File: src/amp_mod_cfg_pkg.sv
package amp_mod_cfg_pkg;

    // ********************************************************************
    // Register map
    // ********************************************************************
    localparam logic [7:0] ADDR_CH1_AMP  = 8'h01;
    localparam logic [7:0] ADDR_CH2_AMP  = 8'h02;
    localparam logic [7:0] ADDR_MOD      = 8'h03;
    localparam logic [7:0] ADDR_BIAS     = 8'h04;
    localparam logic [7:0] RESET_VALUE   = 8'h00;

    // Bits that hold state; everything else reads as zero.
    localparam logic [7:0] MASK_CH1_AMP  = 8'hFF;
    localparam logic [7:0] MASK_CH2_AMP  = 8'hF7;
    localparam logic [7:0] MASK_MOD      = 8'hF0;
    localparam logic [7:0] MASK_BIAS     = 8'hBF;

    // ********************************************************************
    // Field positions
    // ********************************************************************
    localparam int SLEEP_BIT    = 7;
    localparam int PREC_BIT     = 6;
    localparam int SEL_HI       = 5;
    localparam int SEL_LO       = 4;
    localparam int SHIELD_BIT   = 3;
    localparam int GAIN_HI      = 2;
    localparam int GAIN_LO      = 0;
    localparam int OFFSET_BIT   = 7;
    localparam int MPREC_BIT    = 6;
    localparam int MSLEEP2_BIT  = 5;
    localparam int MSLEEP1_BIT  = 4;
    localparam int MODLP_BIT    = 7;
    localparam int FIRST_HI     = 5;
    localparam int FIRST_LO     = 4;
    localparam int ROUGH_BIT    = 3;
    localparam int TAIL_BIT     = 2;
    localparam int FIFTH_HI     = 1;
    localparam int FIFTH_LO     = 0;

    localparam logic [2:0] GAIN_RESERVED = 3'h7;

    typedef enum logic [1:0] {
        SEL_TERM,
        SEL_B_ONLY,
        SEL_A_ONLY,
        SEL_A_AND_B
    } input_sel_t;

    // ********************************************************************
    // Carriers
    // ********************************************************************
    typedef struct packed {
        logic       write;
        logic       read;
        logic [7:0] addr;
        logic [7:0] wdata;
    } reg_req_t;

    typedef struct packed {
        logic       sleep;
        logic       precisionBoost;
        input_sel_t inputSelect;
        logic       shieldEnable;
        logic [6:0] gainFactor;
        logic       gainReserved;
    } amp_ctrl_t;

    typedef struct packed {
        logic       offsetEnable;
        logic       precisionBoost;
        logic       mod2Sleep;
        logic       mod1Sleep;
        logic       modBiasReduced;
        logic [1:0] firstStageBiasScale;
        logic       roughReduced;
        logic       tailReduced;
        logic [1:0] fifthStageBiasScale;
    } mod_ctrl_t;

endpackage

File: src/amp_field_decode.sv
`timescale 1ns/1ns
`default_nettype none

module amp_field_decode (
    input  wire logic [7:0]                    regValue,
    input  wire logic                          hasShield,
    output amp_mod_cfg_pkg::amp_ctrl_t         ctrl
);
    import amp_mod_cfg_pkg::*;

    always_comb begin
        ctrl.sleep          = regValue[SLEEP_BIT];
        ctrl.precisionBoost = regValue[PREC_BIT];
        ctrl.inputSelect    = input_sel_t'(regValue[SEL_HI:SEL_LO]);
        // Shield bit is inverted: a set bit turns the drive off.
        ctrl.shieldEnable   = hasShield & ~regValue[SHIELD_BIT];
        ctrl.gainReserved   = (regValue[GAIN_HI:GAIN_LO] == GAIN_RESERVED);
        // Reserved code yields no gain line rather than an undefined one.
        ctrl.gainFactor     = ctrl.gainReserved ? 7'h00
                            : 7'(8'h01 << regValue[GAIN_HI:GAIN_LO]);
    end

endmodule

`default_nettype wire

File: src/amp_mod_config_regs.sv
`timescale 1ns/1ns
`default_nettype none

// Contract
// - Channel-1 amp register bit 7 set powers channel-1 amplifier down.
// - Channel-1 amp register bit 6 selects amplifier high-precision mode.
// - Bits 5:4 choose inputs: 11 A+B, 10 A, 01 B, 00 termination.
// - Channel-1 bit 3 inverted: 1 shield drive off, 0 on.
// - Gain bits 2:0 give 2^code, 000..110; 111 is reserved.
// - Channel-2 amp register same layout, bit 3 reserved without shield.
// - Modulator bit 7 inverted: 0 applies built-in offsets, 1 none.
// - Modulator bit 6 enables high precision for both modulators.
// - Modulator bits 5 and 4 power down modulators 2 and 1.
// - Bias bit 7 set reduces modulator bias current.
// - Bias bits 5:4 scale first-stage amplifier bias current.
// - Bias bit 3 reduces rough-phase current, bit 2 tail current.
// - Bias bits 1:0 scale fifth-stage bias; bit 6 reserved.
// - All configuration registers reset to 0x00.
// - Undefined register bits read back as zero.
// - Channel-1 amp register is decoded at address 0x01.
module amp_mod_config_regs (
    input  wire logic                          ref_clk,
    input  wire logic                          resetn,
    input  wire amp_mod_cfg_pkg::reg_req_t     req,
    output logic [7:0]                         rdata,
    output logic                               rvalid,
    output logic                               addrHit,
    output amp_mod_cfg_pkg::amp_ctrl_t         ch1Ctrl,
    output amp_mod_cfg_pkg::amp_ctrl_t         ch2Ctrl,
    output amp_mod_cfg_pkg::mod_ctrl_t         modCtrl
);
    import amp_mod_cfg_pkg::*;

    // ********************************************************************
    // Storage
    // ********************************************************************
    logic [7:0] ch1Amp_ff;
    logic [7:0] ch2Amp_ff;
    logic [7:0] modCfg_ff;
    logic [7:0] biasCfg_ff;
    logic [7:0] nxt_rdata;
    logic       hit;

    function automatic logic [7:0] reg_mask(input logic [7:0] a);
        case (a)
            ADDR_CH1_AMP: reg_mask = MASK_CH1_AMP;
            ADDR_CH2_AMP: reg_mask = MASK_CH2_AMP;
            ADDR_MOD:     reg_mask = MASK_MOD;
            ADDR_BIAS:    reg_mask = MASK_BIAS;
            default:      reg_mask = 8'h00;
        endcase
    endfunction

    // Masking on write keeps reserved bits at zero, so read needs no masking.
    function automatic logic wr_hit(input reg_req_t r, input logic [7:0] a);
        wr_hit = r.write && (r.addr == a);
    endfunction

    assign hit     = (reg_mask(req.addr) != 8'h00);
    assign addrHit = hit;

    always_ff @(posedge ref_clk or negedge resetn) begin
        if (!resetn) begin
            ch1Amp_ff <= RESET_VALUE;
        end else if (wr_hit(req, ADDR_CH1_AMP)) begin
            ch1Amp_ff <= req.wdata & MASK_CH1_AMP;
        end
    end

    always_ff @(posedge ref_clk or negedge resetn) begin
        if (!resetn) begin
            ch2Amp_ff <= RESET_VALUE;
        end else if (wr_hit(req, ADDR_CH2_AMP)) begin
            ch2Amp_ff <= req.wdata & MASK_CH2_AMP;
        end
    end

    always_ff @(posedge ref_clk or negedge resetn) begin
        if (!resetn) begin
            modCfg_ff <= RESET_VALUE;
        end else if (wr_hit(req, ADDR_MOD)) begin
            modCfg_ff <= req.wdata & MASK_MOD;
        end
    end

    always_ff @(posedge ref_clk or negedge resetn) begin
        if (!resetn) begin
            biasCfg_ff <= RESET_VALUE;
        end else if (wr_hit(req, ADDR_BIAS)) begin
            biasCfg_ff <= req.wdata & MASK_BIAS;
        end
    end

    // ********************************************************************
    // Read port
    // ********************************************************************
    always_comb begin
        case (req.addr)
            ADDR_CH1_AMP: nxt_rdata = ch1Amp_ff;
            ADDR_CH2_AMP: nxt_rdata = ch2Amp_ff;
            ADDR_MOD:     nxt_rdata = modCfg_ff;
            ADDR_BIAS:    nxt_rdata = biasCfg_ff;
            default:      nxt_rdata = 8'h00;
        endcase
    end

    always_ff @(posedge ref_clk or negedge resetn) begin
        if (!resetn) begin
            rdata  <= RESET_VALUE;
            rvalid <= 1'b0;
        end else begin
            rvalid <= req.read;
            if (req.read) begin
                rdata <= nxt_rdata;
            end
        end
    end

    // ********************************************************************
    // Field decode
    // ********************************************************************
    amp_field_decode ch1Decode (
        .regValue  (ch1Amp_ff),
        .hasShield (1'b1),
        .ctrl      (ch1Ctrl)
    );

    // Channel 2 has no shield driver, so bit 3 never reaches an output.
    amp_field_decode ch2Decode (
        .regValue  (ch2Amp_ff),
        .hasShield (1'b0),
        .ctrl      (ch2Ctrl)
    );

    always_comb begin
        modCtrl.offsetEnable        = ~modCfg_ff[OFFSET_BIT];
        modCtrl.precisionBoost      = modCfg_ff[MPREC_BIT];
        modCtrl.mod2Sleep           = modCfg_ff[MSLEEP2_BIT];
        modCtrl.mod1Sleep           = modCfg_ff[MSLEEP1_BIT];
        modCtrl.modBiasReduced      = biasCfg_ff[MODLP_BIT];
        modCtrl.firstStageBiasScale = biasCfg_ff[FIRST_HI:FIRST_LO];
        modCtrl.roughReduced        = biasCfg_ff[ROUGH_BIT];
        modCtrl.tailReduced         = biasCfg_ff[TAIL_BIT];
        modCtrl.fifthStageBiasScale = biasCfg_ff[FIFTH_HI:FIFTH_LO];
    end

endmodule

`default_nettype wire

File: config.mk
export PLATFORM = sky130hd
export DESIGN_NAME = amp_mod_config_regs
export DESIGN_NICKNAME = d
export VERILOG_FILES = /design/src/amp_mod_cfg_pkg.sv /design/src/amp_field_decode.sv /design/src/amp_mod_config_regs.sv
export SDC_FILE = /design/constraint.sdc
export NUM_CORES = 1
export LEC_CHECK = 0
export BUFFER_PORTS_ARGS = -buffer_cell sky130_fd_sc_hd__buf_4
export CORE_MARGIN = 4
export CORE_UTILIZATION = 50
export DETAILED_ROUTE_END_ITERATION = 10
export PLACE_DENSITY = 0.8
export REMOVE_ABC_BUFFERS = 1
export SYNTH_ARGS = -nofsm -noshare
export SYNTH_HDL_FRONTEND = slang
export SYNTH_SLANG_ARGS = --single-unit
export TNS_END_PERCENT = 5
File: constraint.sdc
create_clock -name ref_clk -period 2.9 [get_ports ref_clk]
set_input_delay 0 -clock ref_clk [delete_from_list [all_inputs] [get_ports ref_clk]]
set_output_delay 0 -clock ref_clk [all_outputs]
set_load 0.01 [all_outputs]
### Word level (Yosys, flattened, before mapping)

Index checks and enable logic that the tools add are counted.

* register bits: 35
* input port bits: 20
* output and inout port bits: 47
* logic and storage cells: 25

* equality and inequality tests: 6
* shift-type cells: 2
* mux-type cells: 4
* bitwise logic cells: 2
* reductions and logical operators: 5

Operators with widths (number)
* 8-bit one-hot mux with 4 select lines: 2
* 8-bit by 2-bit equality test with 1-bit output, second input constant: 2
* 7-bit 2-to-1 mux: 2
* 1-bit by 3-bit left shift with 7-bit output, first input constant: 2
* 8-bit by 1-bit equality test with 1-bit output, second input constant: 1
* 8-bit by 3-bit equality test with 1-bit output, second input constant: 1
* 8-bit nonzero test: 1
* 3-bit equality test, second input constant: 2
* 1-bit logical AND: 4
* 1-bit NOT: 2

### Longest topological paths before layout

* word-level depth: 3
* mapped depth: 5
* depth with buffers taken out: 4

### Hierarchy

Synthesis repeated with hierarchy kept, for this count alone.

* cells, all modules: 154
* area total of the unflattened synthesis: 1834.3 um^2

Modules (own cells, without submodules)
* amp_mod_config_regs: instances 1, cells each 128, area an instance 1631.6 um^2, seq. area each 875.8 um^2
* amp_field_decode: instances 2, cells each 13, area an instance 101.3 um^2, seq. area each 0.0 um^2

### Worst setup path after synthesis

OpenSTA, ideal clock, no wires.

* kind: in2reg
* start: input port req[10] (netlist name)
* end: register rdata[7]
* setup time: 90 ps
* data arrival time: 1331 ps
* data required time: 2810 ps
* path slack: 1479 ps
* stages: 5
* buffers on the path: 1
* path through: buf_4 or3b_4 a2111oi_4 nand2_2 o221ai_1

* cells in the longest elaborated chain, start to end: 2
* elaborated cells on any way between the ends: 5
* those cells by class: eq/ne (4); mux (1)

Ends and longest elaborated chain
* start: declaration: line amp_mod_config_regs.sv:24 `input wire amp_mod_cfg_pkg::reg_req_t req,`
* 8-bit by 3-bit equality test with 1-bit output, or another cell as far along: line amp_mod_config_regs.sv:98 `case (req.addr)`
* 8-bit one-hot mux with 4 select lines (*): line amp_mod_config_regs.sv:98
* end signal: assignment: line amp_mod_config_regs.sv:114 `rdata <= nxt_rdata;`
* end: declaration: line amp_mod_config_regs.sv:25 `output logic [7:0] rdata,`

Mark *: on every way between the ends. The rest lies on a longest branch, timed or not.
A chain may end at the register's enable or synchronous reset.

### Worst setup path after layout

* start: input port req[11] (netlist name)
* end: register ch1Amp_ff[4]

* cells in the longest elaborated chain, start to end: 2

Ends and longest elaborated chain
* 8-bit by 1-bit equality test with 1-bit output: line amp_mod_config_regs.sv:56 `wr_hit = r.write && (r.addr == a);`
* 1-bit logical AND: line amp_mod_config_regs.sv:56
* end signal: assignment: line amp_mod_config_regs.sv:66 `ch1Amp_ff <= req.wdata & MASK_CH1_AMP;`
* end: declaration: line amp_mod_config_regs.sv:37 `logic [7:0] ch1Amp_ff;`

Every way passes these cells.

==> results_dict.tcl <==
set metrics [dict create \
    place_hpwl_microns 3476 \
    rows 21 \
    fmax_ghz 0.6538 \
    cts_buffers 5 \
    cts_sinks 35 \
    viasPerCell 5.446 \
    start_kind "primary input" \
    vias 1465 \
    peakVddDrop_mv 0.3298 \
    fin_crit_ns 1.529 \
    worstPathCellList "buf_4 > or3_4 > nor4_4 > nand3_2 > mux2_2" \
    cap_violations 0 \
    antenna_found_initial 0 \
    synthesis.area_sq_um 1871 \
    cts_tree "done" \
    yosysTopAreaCell "dfrtp_1" \
    clock_latency_ns 0.28 \
    fin_total_pwr_mw 1.058 \
    initial_core_util_pct 53.93 \
    layout.nets 242 \
    grt_max_degree 36 \
    die_h_microns 69.17 \
    hold_path_class "in -> reg" \
    synth.most_common_cell "dfrtp_1" \
    die_w_microns 69.17 \
    synth_top_area_share_pct 46.82 \
    port_buffers 65 \
    drc 0 \
    pin_count 67 \
    ys_warn_count 0 \
    ys_types 30 \
    dieArea_sq_um 4784 \
    worstPathArrival_ns 1.70 \
    first_iter_violations 73 \
    track_usage_pct 20.47 \
    crit_path_max_incr_delay_ns 0.43 \
    wire_per_inst_microns 17.52 \
    syn_avg_cell_area_sq_um 11.55 \
    p_leak_nw 1.218 \
    required_ns 3.07 \
    ys_seq_area_share_pct 46.82 \
    critPathKind "in -> reg" \
    gr-total-overflow 0 \
    wl_microns 4713 \
    powerDensity_nw_per_um2 425.9 \
    setup_tns_ns 0 \
    muxShareOfSynthArea_pct 16.86 \
    maxSlewViolCount 0 \
    ant_nets 0 \
    placed_area_sq_um 2285 \
    worstMarginPinSlew_ns 0.5192 \
    setup_viol 0 \
    layout-drive-gt1-share_pct 48.88 \
    relSlewSlack_pct 65.13 \
    ys_top_cells_by_count "35 x dfrtp_1, 28 x mux2_2, 13 x buf_4" \
    grt_pass1_vias 1522 \
    path_delay_family "simple AND/OR/NAND/NOR gates" \
    area_delta_synth_final_pct 32.84 \
    place_congestion 0.7862 \
    ctsLongestPathBuffers 2 \
    antenna_cells 0 \
    grt_pass1_wl_microns 7741 \
    skew_ns 0.006700 \
    synth-compound-area-share_pct 9.967 \
    ys_ff_latch 35 \
    cts_max_level 2 \
    synth_fa_ha_area_share_pct 0 \
    synthCells 162 \
    yosys.area_share.simple_pct 18.13 \
    worst-path-max-fanout 8 \
    synth-main-ff-cell "dfrtp_1" \
    synth_area_leaders "dfrtp_1 47%, mux2_2 17%, buf_4 5.2%" \
    synth_xor_area_share_pct 0 \
    synthArstFlopShare_pct 100.0 \
    final_cell_area_sq_um 2485 \
    crit_buf_inv 1 \
    hold_violations 0 \
    period_share_pct 52.74 \
    coreArea_sq_um 3468 \
    rsz0062_at_grt "false" \
    cts_root_buffer "clkbuf_8" \
    critical_path.endpoint_type "flip-flop" \
    cp_slowest_cell "or3_4" \
    synth_top_family_by_area "simple AND/OR/NAND/NOR gates" \
    status "complete, no violations" \
    firstDrtPassIters 4 \
    synth-edff-count 0 \
    path_clk_slew_ns 0.07 \
]
## power by group
part / internal, mW / leakage, nW / switching, mW
clock network: 0.217 / 0.0515 / 0.165
logic: 0.0787 / 0.685 / 0.0701
registers: 0.506 / 0.482 / 0.0211
total: 0.802 / 1.22 / 0.257
## layer usage
layer,GRT usage (%),share of wire (%),vias up
li1,-,-,689
met1,24.09,41,729
met2,36.23,53,38
met3,4.651,3.8,9
met4,7.375,2.0,0
met5,0,0,-
## stage by stage
stage          worst slack [ns]  util [%]  cells  hold slack (ns)
6_report                  1.371     71.65    269           0.1032
5_1_grt                   1.268     71.65    269           0.1654
4_1_cts                   1.366     71.65    269          0.09876
3_5_place_dp              1.087     65.87    251         -0.02258
2_1_floorplan             1.480         -    140          -0.2956
3_3_place_gp              1.154     65.87    251         -0.03597
## worst register-to-register path: stages, from the launching register on
cell     delay, ns
dfrtp_1       0.40
mux2_2        0.27
a22o_1        0.20
nand3_1       0.08
o21ai_0       0.09
## layout make-up
type	count	area, sq um
repair buffers	75	588.1
clock buffers	8	100.1
inverters	5	18.77
fillers	270	983.4
well taps	46	57.56
multi-input cells	100	844.6
flip-flops and latches	35	875.8
## cell usage in the layout (no fill, tap or decap), drive strengths merged, types with 2 or more instances in the layout
cell,Yosys,layout
inv,5,5
a21oi,5,5
nand3,4,4
nor4,2,2
nand3b,6,6
a22oi,4,4
a22o,4,4
and3b,4,4
o21ai,7,7
buf,13,65
clkbuf,9,8
nor3b,6,6
nand2b,3,3
dfrtp,35,35
nor2,3,3
nor2b,4,4
dlygate4sd3,0,10
nor3,3,3
nand4,2,2
a41oi,2,2
and3,2,2
mux2,28,28
nand2,5,5
## registers in the layout, summed over array words and instances, names as in the netlist
signal      count
biasCfg_ff      7
ch2Amp_ff       7
rvalid          1
modCfg_ff       4
rdata           8
ch1Amp_ff       8
## path summary, 6_finish.rpt
check,start,endpoint,slack [ns],cells after the start
max in group asynchronous,resetn,biasCfg_ff[0],2.38,2
setup / recovery,req[11],ch1Amp_ff[4],1.37,5
hold reg to reg,rdata[0],rdata[0],0.51,2
hold / removal,req[15],rdata[3],0.10,4
setup reg to reg,modCfg_ff[6],rdata[6],1.74,4
min in group asynchronous,resetn,rdata[3],0.20,2
## cells by family (layout without fill, tap and decap cells)
kind of cell | count (synthesis) | after routing
AO/OA/AOI/OAI | 25 | 25
buffers and inverters | 27 | 88
flip-flops | 35 | 35
multiplexers | 28 | 28
other | 1 | 1
AND/OR/NAND/NOR | 46 | 46
## what timing repair did
item / CTS / global route
endpoints found under the setup margin: 0 / 0
hold endpoints to repair: 62 / 0
setup buffers: 0 / 0
gates resized for setup: 0 / 0
hold buffers: 10 / 0
Power figures use the tool's default switching activity.
